<file path="config.mk">
export PLATFORM = sky130hd
export DESIGN_NAME = pot_register_map
export DESIGN_NICKNAME = d
export VERILOG_FILES = /design/src/core/pot_register_map.v
export VERILOG_INCLUDE_DIRS = /design/src /design/src/core
export SDC_FILE = /design/constraint.sdc
export NUM_CORES = 1
export LEC_CHECK = 0
export BUFFER_PORTS_ARGS = -buffer_cell sky130_fd_sc_hd__buf_4
export CAP_MARGIN = 30
export CORE_MARGIN = 2
export CORE_UTILIZATION = 48
export CTS_CLUSTER_DIAMETER = 60
export DETAILED_ROUTE_END_ITERATION = 10
export GPL_TIMING_DRIVEN = 1
export PLACE_DENSITY = 0.78
export SKIP_CTS_REPAIR_TIMING = 1
export SYNTH_ARGS = -nofsm -noshare
export SYNTH_HDL_FRONTEND = slang
export SYNTH_SLANG_ARGS = --single-unit
</file>
<file path="constraint.sdc">
create_clock -name CLK -period 3 [get_ports CLK]
set_clock_uncertainty 0.15 [all_clocks]
set_input_delay 0.15 -clock CLK [delete_from_list [all_inputs] [get_ports CLK]]
set_output_delay 0.15 -clock CLK [all_outputs]
set_load 0.05 [all_outputs]
</file>
<file path="src/core/pot_regs_defs.vh">
/*
 Register map constants for the digital potentiometer register bank.
 Assumes inclusion by the bank module only; definitions, no logic.
*/
`ifndef POT_REGS_DEFS_VH
`define POT_REGS_DEFS_VH

// Register addresses within the 16-location space
`define ADDR_WIPER 4'h0
`define ADDR_TERMINAL_CONNECT_REG 4'h4

// Command codes carried with each serial command
`define CMD_WRITE 2'h0
`define CMD_INC 2'h1
`define CMD_DEC 2'h2
`define CMD_READ 2'h3

// Reset values and fixed read-as-one bits
`define WIPER_MID_8BIT 8'h7F
`define WIPER_MID_7BIT 8'h3F
`define TERMINAL_CONNECT_REG_RESET 8'hFF
`define TERMINAL_CONNECT_REG_FIXED_ONES 8'hF0

// Terminal control field positions
`define TERMINAL_CONNECT_REG_SOFT_HW_SHUTDOWN_N_BIT 3
`define TERMINAL_CONNECT_REG_TERM_A_BIT 2
`define TERMINAL_CONNECT_REG_TERM_W_BIT 1
`define TERMINAL_CONNECT_REG_TERM_B_BIT 0

`endif

</file>
<file path="src/core/pot_register_map.v">
/*
 Register bank and command checker of a single-channel digital potentiometer.
 Holds the wiper register, the terminal control register, the error flag,
 the active wiper behind the write latch and the terminal outputs.
 Assumes an upstream serial engine that decodes address, command and data,
 presents them as a one-cycle strobe, and flags Start and command completion.
 Assumes all inputs are synchronous to CLK and that RST stands for the
 power-on or brown-out event of the digital supply.
 Assumes the serial engine does not forward anything while the error is set;
 commands that still arrive then are dropped here as well.
 The analog ladder and the switches sit outside; they see only the
 registered wiper code and the connect levels.
*/
`timescale 1ns/1ps
`include "pot_regs_defs.vh"

module pot_register_map #(
    parameter WIPER_BITS = 8
) (
    input wire CLK,
    input wire RST,
    input wire CE,
    input wire SDA_IN,
    input wire SCL_IN,
    input wire START_SEEN,
    input wire CMD_VALID,
    input wire [3:0] CMD_ADDR,
    input wire [1:0] CMD_OP,
    input wire [7:0] CMD_DATA,
    input wire CMD_DONE,
    input wire WRITE_LATCH_N,
    input wire HW_SHUTDOWN_N,
    output reg [7:0] RD_DATA,
    output reg RD_VALID,
    output reg CMD_ERROR,
    output reg BUS_ACTIVE,
    output reg [7:0] WIPER_ACTIVE,
    output reg TERM_A_CONNECT,
    output reg TERM_W_CONNECT,
    output reg TERM_B_CONNECT,
    output reg SHUTDOWN_CFG
);

    localparam [7:0] MID_CODE = (WIPER_BITS == 8) ? `WIPER_MID_8BIT : `WIPER_MID_7BIT;
    localparam [7:0] FULL_CODE = (WIPER_BITS == 8) ? 8'hFF : 8'h7F;

    // Stored registers and their next values
    reg [7:0] wiper_position_ff;
    reg [3:0] terminal_connect_control_ff;
    reg [3:0] pending_terminal_connect_reg_ff;
    reg pending_valid_ff;
    reg [7:0] nxt_wiper_position;
    reg [3:0] nxt_terminal_connect_control;
    reg [3:0] nxt_pending_terminal_connect_reg;
    reg nxt_pending_valid;
    // Previous line levels for the activity detect
    reg sda_prev_ff;
    reg scl_prev_ff;

    // Address and command decode
    wire addr_wiper = (CMD_ADDR == `ADDR_WIPER);
    wire addr_terminal_connect_reg = (CMD_ADDR == `ADDR_TERMINAL_CONNECT_REG);
    wire op_step = (CMD_OP == `CMD_INC) || (CMD_OP == `CMD_DEC);
    // Legal command check per address
    wire cmd_ok = addr_wiper || (addr_terminal_connect_reg && !op_step);
    wire cmd_bad = CMD_VALID && !cmd_ok;
    // Nothing is taken while the error stands, reads included
    wire accept = CMD_VALID && cmd_ok && !CMD_ERROR;
    // Stored terminal bits and the combined shutdown request
    wire [3:0] terminal_connect_reg_bits = terminal_connect_control_ff;
    wire soft_shutdown_n = terminal_connect_reg_bits[`TERMINAL_CONNECT_REG_SOFT_HW_SHUTDOWN_N_BIT];
    wire shut = !HW_SHUTDOWN_N || !soft_shutdown_n;

    // Wiper next value; steps stop at the end codes instead of wrapping
    always @* begin
        nxt_wiper_position = wiper_position_ff;
        if (accept && addr_wiper) begin
            case (CMD_OP)
                `CMD_WRITE: begin
                    nxt_wiper_position = CMD_DATA & FULL_CODE;
                end
                `CMD_INC: begin
                    if (wiper_position_ff != FULL_CODE) begin
                        nxt_wiper_position = wiper_position_ff + 8'h01;
                    end
                end
                `CMD_DEC: begin
                    if (wiper_position_ff != 8'h00) begin
                        nxt_wiper_position = wiper_position_ff - 8'h01;
                    end
                end
                default: begin
                    nxt_wiper_position = wiper_position_ff;
                end
            endcase
        end
    end

    // Terminal write is held until the command ends, so terminals never see a partial frame
    always @* begin
        nxt_pending_terminal_connect_reg = pending_terminal_connect_reg_ff;
        nxt_pending_valid = pending_valid_ff;
        nxt_terminal_connect_control = terminal_connect_control_ff;
        if (accept && addr_terminal_connect_reg && CMD_OP == `CMD_WRITE) begin
            nxt_pending_terminal_connect_reg = CMD_DATA[3:0];
            nxt_pending_valid = 1'b1;
        end else if (CMD_DONE && pending_valid_ff) begin
            nxt_terminal_connect_control = pending_terminal_connect_reg_ff;
            nxt_pending_valid = 1'b0;
        end
        // A Start abandons any write not yet completed, unless a terminal command is accepted in the same cycle
        if (START_SEEN && !(accept && addr_terminal_connect_reg)) begin
            nxt_pending_valid = 1'b0;
        end
    end

    // Register storage; reset restores the volatile defaults
    always @(posedge CLK) begin
        if (RST) begin
            wiper_position_ff <= MID_CODE;
            terminal_connect_control_ff <= 4'hF;
            pending_terminal_connect_reg_ff <= 4'hF;
            pending_valid_ff <= 1'b0;
        end else if (CE) begin
            wiper_position_ff <= nxt_wiper_position;
            terminal_connect_control_ff <= nxt_terminal_connect_control;
            pending_terminal_connect_reg_ff <= nxt_pending_terminal_connect_reg;
            pending_valid_ff <= nxt_pending_valid;
        end
    end

    // Error flag: a bad command in the Start cycle still wins
    always @(posedge CLK) begin
        if (RST) begin
            CMD_ERROR <= 1'b0;
        end else if (CE) begin
            if (cmd_bad) begin
                CMD_ERROR <= 1'b1;
            end else if (START_SEEN) begin
                CMD_ERROR <= 1'b0;
            end
        end
    end

    // Read answers; upper terminal bits always read as one
    always @(posedge CLK) begin
        if (RST) begin
            RD_DATA <= 8'h00;
            RD_VALID <= 1'b0;
        end else if (CE) begin
            RD_VALID <= accept && (CMD_OP == `CMD_READ);
            if (accept && CMD_OP == `CMD_READ) begin
                if (addr_wiper) begin
                    RD_DATA <= wiper_position_ff;
                end else begin
                    RD_DATA <= `TERMINAL_CONNECT_REG_FIXED_ONES | {4'h0, terminal_connect_reg_bits};
                end
            end
        end
    end

    // Activity detect: idle when both lines hold still
    // Reset copies the present levels so no false change follows reset
    always @(posedge CLK) begin
        if (RST) begin
            sda_prev_ff <= SDA_IN;
            scl_prev_ff <= SCL_IN;
            BUS_ACTIVE <= 1'b0;
        end else if (CE) begin
            sda_prev_ff <= SDA_IN;
            scl_prev_ff <= SCL_IN;
            BUS_ACTIVE <= (SDA_IN != sda_prev_ff) || (SCL_IN != scl_prev_ff);
        end
    end

    // Wiper transfer gated by write latch; terminal outputs with shutdown override
    always @(posedge CLK) begin
        if (RST) begin
            WIPER_ACTIVE <= MID_CODE;
            TERM_A_CONNECT <= 1'b1;
            TERM_W_CONNECT <= 1'b1;
            TERM_B_CONNECT <= 1'b1;
            SHUTDOWN_CFG <= 1'b0;
        end else if (CE) begin
            // Latch high freezes the wiper while the register keeps taking writes
            if (!WRITE_LATCH_N) begin
                WIPER_ACTIVE <= wiper_position_ff;
            end
            SHUTDOWN_CFG <= shut;
            // Shutdown opens A and ties W to B, stored bits untouched
            TERM_A_CONNECT <= shut ? 1'b0 : terminal_connect_reg_bits[`TERMINAL_CONNECT_REG_TERM_A_BIT];
            TERM_W_CONNECT <= shut ? 1'b1 : terminal_connect_reg_bits[`TERMINAL_CONNECT_REG_TERM_W_BIT];
            TERM_B_CONNECT <= shut ? 1'b1 : terminal_connect_reg_bits[`TERMINAL_CONNECT_REG_TERM_B_BIT];
        end
    end

endmodule // pot_register_map

</file>
==> After elaboration in Yosys (flattened, before gate mapping) <==
Index checks and enable logic that the tools add are counted.
{ "word_totals": {"in_bits": 24, "regBits": 42, "wordCells": 78, "output_inout_bits": 23} }
{ "classes": {"n_mux": 16, "n_addsub": 2, "eq_ne": 9, "reduce_logical": 34, "bitwise_logic": 2} }
{ "ops": {"columns": ["op", "count"], "rows": [
  ["$mux W8", 3],
  ["$pmux W8 S3", 1],
  ["$mux W1", 12],
  ["$logic_and A1 B1 Y1", 10],
  ["$reduce_and A2 Y1", 5],
  ["$add A8 B1 Y8 const B", 1],
  ["$ne A8 B8 Y1 const B", 1],
  ["$reduce_bool A8 Y1", 1],
  ["$sub A8 B1 Y8 const B", 1],
  ["$logic_not A1 Y1", 6],
  ["$reduce_bool A3 Y1", 2],
  ["$reduce_and A5 Y1", 1],
  ["$eq A2 B2 Y1 const B", 2],
  ["$eq A4 B3 Y1 const B", 1],
  ["$logic_not A4 Y1", 1],
  ["$logic_or A1 B1 Y1", 4],
  ["$ne A2 B1 Y1 const B", 2],
  ["$reduce_bool A2 Y1", 2],
  ["$reduce_and A3 Y1", 1],
  ["$eq A2 B1 Y1 const B", 1],
  ["$logic_not A2 Y1", 1],
  ["$ne A1 B1 Y1", 2],
  ["$not A1 Y1", 2]
]} }

==> Logic depth before layout (Yosys ltp) <==
{ "depth": {"depth_word": 12, "depth_mapped": 10, "ltp_nobuf": 8} }

==> Worst setup path after synthesis <==
No wires, ideal clock.
{ "synth_timing": {"path_type": "input-to-reg", "startpoint": "input CMD_OP[0]", "endpoint": "register wiper_position_ff[7]", "arrival_ns": 1.928, "n_path_buf": 1, "cell_stages": 7, "setup_ns": 0.125, "slack_ns": 0.797, "required_time_ns": 2.725, "path_cell_list": "inv_1 > ha_1 > buf_6 > a2111o_1 > nor4b_4 > nand4_2 > o41a_1"} }
{ "synth_between": {"elab_chain_len": 9, "elab_cells_between_ends": 15, "cone_classes": "eq/ne: 4; mux: 1; reduce/logical: 10"} }
{ "synth_lines": {"columns": ["item", "line", "text"], "rows": [
  ["start: declaration", "pot_register_map.v:28", "input wire [1:0] CMD_OP,"],
  ["$eq A2 B1 Y1 / $eq A2 B2 Y1 (equally long branches)", "pot_register_map.v:78", "case (CMD_OP)"],
  ["$logic_or A1 B1 Y1", "pot_register_map.v:63", "wire op_step = (CMD_OP == `CMD_INC) || (CMD_OP == `CMD_DEC);"],
  ["$logic_not A1 Y1", "pot_register_map.v:65", "wire cmd_ok = addr_wiper || (addr_terminal_connect_reg && !op_step);"],
  ["$logic_and A1 B1 Y1", "pot_register_map.v:65", null],
  ["$logic_or A1 B1 Y1", "pot_register_map.v:65", null],
  ["$logic_and A1 B1 Y1 (2 in a row)", "pot_register_map.v:68", "wire accept = CMD_VALID && cmd_ok && !CMD_ERROR;"],
  ["$logic_and A1 B1 Y1", "pot_register_map.v:77", "if (accept && addr_wiper) begin"],
  ["$reduce_and A5 Y1 (no source line)", null, null],
  ["end signal: assignment", "pot_register_map.v:125", "wiper_position_ff <= nxt_wiper_position;"],
  ["end: declaration", "pot_register_map.v:48", "reg [7:0] wiper_position_ff;"]
]} }
Several ways; a longest one is shown, not always the timed one.
A chain may end at the register's enable or synchronous reset.

==> Worst setup path after layout <==
{ "layout_timing": {"startpoint": "input CMD_OP[0]", "endpoint": "register wiper_position_ff[3]"} }
Same word-level chain as after synthesis.

==> results.py <==
metrics = {
    "drt": {
        "ratio_of_routed_vias_to_standard_cells": 5.56,
        "finalWirelength_mm": 4.98,
        "drt_iter0_markers": 204,
        "drcViolationCount": 0,
        "final_antenna_net_count": 0,
        "detail_route.wl_per_cell_um": 14.8,
        "detail_route.first_pass.iterations": 4,
        "num_vias": 1867,
    },
    "clock_network": {
        "clock_path_buffers": 2,
        "inserted_clock_buffers": 5,
        "clkTransAtPathRegs_ns": 0.08,
        "clk_latency_ns": 0.30,
        "cts_tree": "built",
        "cts.htree.levels": 2,
        "root_buffer": "clkbuf_8",
        "numClockSinks": 42,
    },
    "global_routing": {
        "global_route_wire_length_before_repair_mm": 8.35,
        "grt_max_degree": 25,
        "sum_of_overflow_across_all_layers_after_global_routing": 0,
        "grt_antenna_before_repair": 0,
        "grt_pass1_vias": 1664,
        "tot_gr_track_use_pct": 21.1,
    },
    "final_layout": {
        "final_nets": 318,
        "final_layout_size_suffix_gt1_share_pct": 21.1,
        "final_non_filler_cell_total": 336,
        "synthToLayoutAreaGrowth_pct": 27.2,
        "antenna_cells_inserted": 0,
    },
    "min_path": {
        "min-delay-path-class": "in2reg",
    },
    "timing": {
        "fmax_ghz": 0.418,
        "hold_viol_final": 0,
        "worst_setup_margin_ns": 0.605,
        "total_neg_setup_slack_ns": 0,
        "setup_viol": 0,
        "max_slew.worst_pin.slew_ns": 0.628,
        "rsz0062_at_grt": "false",
        "post-route-period-util_pct": 79.8,
        "timing.max_slew.rel_slack_pct": 58.0,
        "finalWorstPathRequiredPeriod_ns": 2.39,
        "final-max-slew-violation-count": 0,
    },
    "status": {
        "status": "completed",
    },
    "synth": {
        "ys.flop_type": "dfxtp_1",
        "synth.cell_area_um2": 2120,
        "synth_enable_flop_cells": 2,
        "asyncSetResetFlopFracSynth_pct": 0,
        "postSynthCellCount": 231,
        "syn-num-nets": 266,
        "synth-seq-cells": 42,
        "netlist-cell-type-count": 45,
        "yosys_warnings": 0,
        "synth-seq-area-share_pct": 40.5,
        "syn_avg_cell_area_um2": 9.20,
    },
    "floorplan": {
        "core_area_um2": 4290,
        "floorplan.initialDensity_pct": 49.5,
        "site_rows": 24,
        "design.die.area_um2": 4970,
        "boundaryPins": 47,
        "chipWidth_um": 70.5,
        "die_h_um": 70.5,
    },
    "worst_setup_path": {
        "critPathMaxStageDelay_ns": 0.57,
        "worstPathBufferInverterCount": 2,
        "cells_traversed_along_the_worst_timing_path": "buf_4 > inv_1 > ha_1 > a2111o_1 > nor4b_4 > nand4_2 > a2111oi_0 > a21oi_1",
        "category_of_the_most_critical_setup_path": "in2reg",
        "start_kind": "input port",
        "path_delay_family": "compound AO/OA/AOI/OAI gates",
        "worstPathMaxFanout": 16,
        "worst_path_max_delay_cell": "a2111oi_0",
        "critPathCaptureType": "flip-flop",
        "worst-endpoint-required_ns": 3.01,
        "arrival_ns": 2.41,
    },
    "flow_run": {
        "drv_cap": 0,
    },
    "place": {
        "port-buffer-count": 46,
        "dp.final_hpwl_mm": 3.47,
        "routabilityCongestion": 0.796,
        "detailedPlace.worstSlack_ns": 0.485,
        "dpl.cell_count": 320,
    },
    "power_and_ir_drop": {
        "total_power_w": 0.00125,
        "power_density_nw_per_um2": 461,
        "max-vdd-ir-drop_uv": 295,
        "total_leakage_power_nw": 1.13,
    },
}
## report_power, final
group	switching [W]	leakage [nW]	total (W)	internal [W]
Clock	0.000206	0.0665	0.000506	0.000300
Combinational	0.0000928	0.714	0.000166	0.0000733
Sequential	0.00000522	0.345	0.000574	0.000569
Total	0.000304	1.13	0.00125	0.000942
## final cells by class
type / instances / area, um^2
clock buffers: 6 / 93.8
multi-input cells: 172 / 1180
clock inverters: 2 / 38.8
flip-flops and latches: 42 / 861
inverters: 5 / 18.8
well taps: 52 / 65.1
fillers: 370 / 1590
repair buffers: 57 / 448
## per-stage QoR
step / utilization [%] / area, um^2 / hold slack (ns)
6_report: 62.9 / 2700 / 0.00260
4_1_cts: 61.1 / 2620 / -0.112
5_1_grt: 62.9 / 2700 / 0.0174
2_1_floorplan: - / 2120 / 0.0989
3_5_place_dp: 58.0 / 2490 / 0.201
3_3_place_gp: 58.0 / 2490 / 0.199
## logic make-up (layout without fill, tap and decap cells)
logic type | after synthesis | after routing | synth area share (%)
multiplexers | 24 | 24 | 11.3
XOR/XNOR | 6 | 6 | 2.47
AND/OR/NAND/NOR | 85 | 85 | 20.0
AO/OA/AOI/OAI | 46 | 46 | 14.8
flip-flops | 42 | 42 | 40.5
buffers and inverters | 17 | 70 | 4.06
adder cells (fa/ha/maj) | 11 | 11 | 6.83
## synth_stat cells (3+ instances only)
cell | n | area [um^2]
nor3_1 | 3 | 15.0
nand3_1 | 5 | 25.0
xnor2_1 | 6 | 52.6
a211oi_1 | 8 | 60.1
nor2_1 | 29 | 109
nand2_1 | 28 | 105
o211ai_1 | 4 | 30.0
nand4b_1 | 4 | 35.0
inv_1 | 5 | 18.8
o21ai_0 | 10 | 50.1
ha_1 | 10 | 125
dfxtp_1 | 40 | 801
a31oi_1 | 3 | 18.8
a21oi_1 | 8 | 40.0
clkbuf_1 | 5 | 18.8
mux2i_1 | 24 | 240
a21o_1 | 3 | 22.5
## layout by cell type, fill, tap and decap left out, drive strengths merged, types with 2 or more instances in the layout
| master | n |
|---|---|
| nand4 | 2 |
| xnor2 | 6 |
| ha | 10 |
| dlygate4sd3 | 8 |
| nor2b | 2 |
| nor4b | 3 |
| a21oi | 8 |
| nor3 | 3 |
| a311oi | 2 |
| a31oi | 3 |
| edfxtp | 2 |
| a211oi | 9 |
| or3 | 2 |
| mux2i | 24 |
| nor2 | 29 |
| o21ai | 10 |
| nand2 | 28 |
| inv | 5 |
| nand3 | 5 |
| buf | 49 |
| a32oi | 2 |
| dfxtp | 40 |
| nand4b | 4 |
| clkbuf | 6 |
| o211ai | 4 |
| a21o | 3 |
## worst paths after layout
check,start,end,slack [ns],depth (start not counted)
min reg2reg,WIPER_ACTIVE[4],WIPER_ACTIVE[4],0.33,2
min,CE,BUS_ACTIVE,0.003,2
max,CMD_OP[0],wiper_position_ff[3],0.61,8
max reg2reg,wiper_position_ff[1],wiper_position_ff[3],0.82,6
## worst reg2reg max path, delay by kind of cell, from the launching register on
family / cells / cell delay [ns]
DFF: 1 / 0.52
adders and majority gates: 1 / 0.29
xor gates and xnor gates: 1 / 0.10
AOI/OAI and AO/OA: 4 / 0.99
## layer usage
metal,GRT usage (%),wire [um]
met5,0,0
met1,31.2,2350
met3,4.70,277
met2,30.6,2280
met4,6.92,79
## state kept, by name (all words and copies together), names as in the netlist
register	flops
WIPER_ACTIVE	8
TERM_W_CONNECT	1
scl_prev_ff	1
SHUTDOWN_CFG	1
pending_terminal_connect_reg_ff	4
TERM_B_CONNECT	1
terminal_connect_control_ff	4
BUS_ACTIVE	1
pending_valid_ff	1
wiper_position_ff	8
CMD_ERROR	1
RD_DATA	8
sda_prev_ff	1
TERM_A_CONNECT	1
RD_VALID	1
Power figures use the tool's default switching activity.
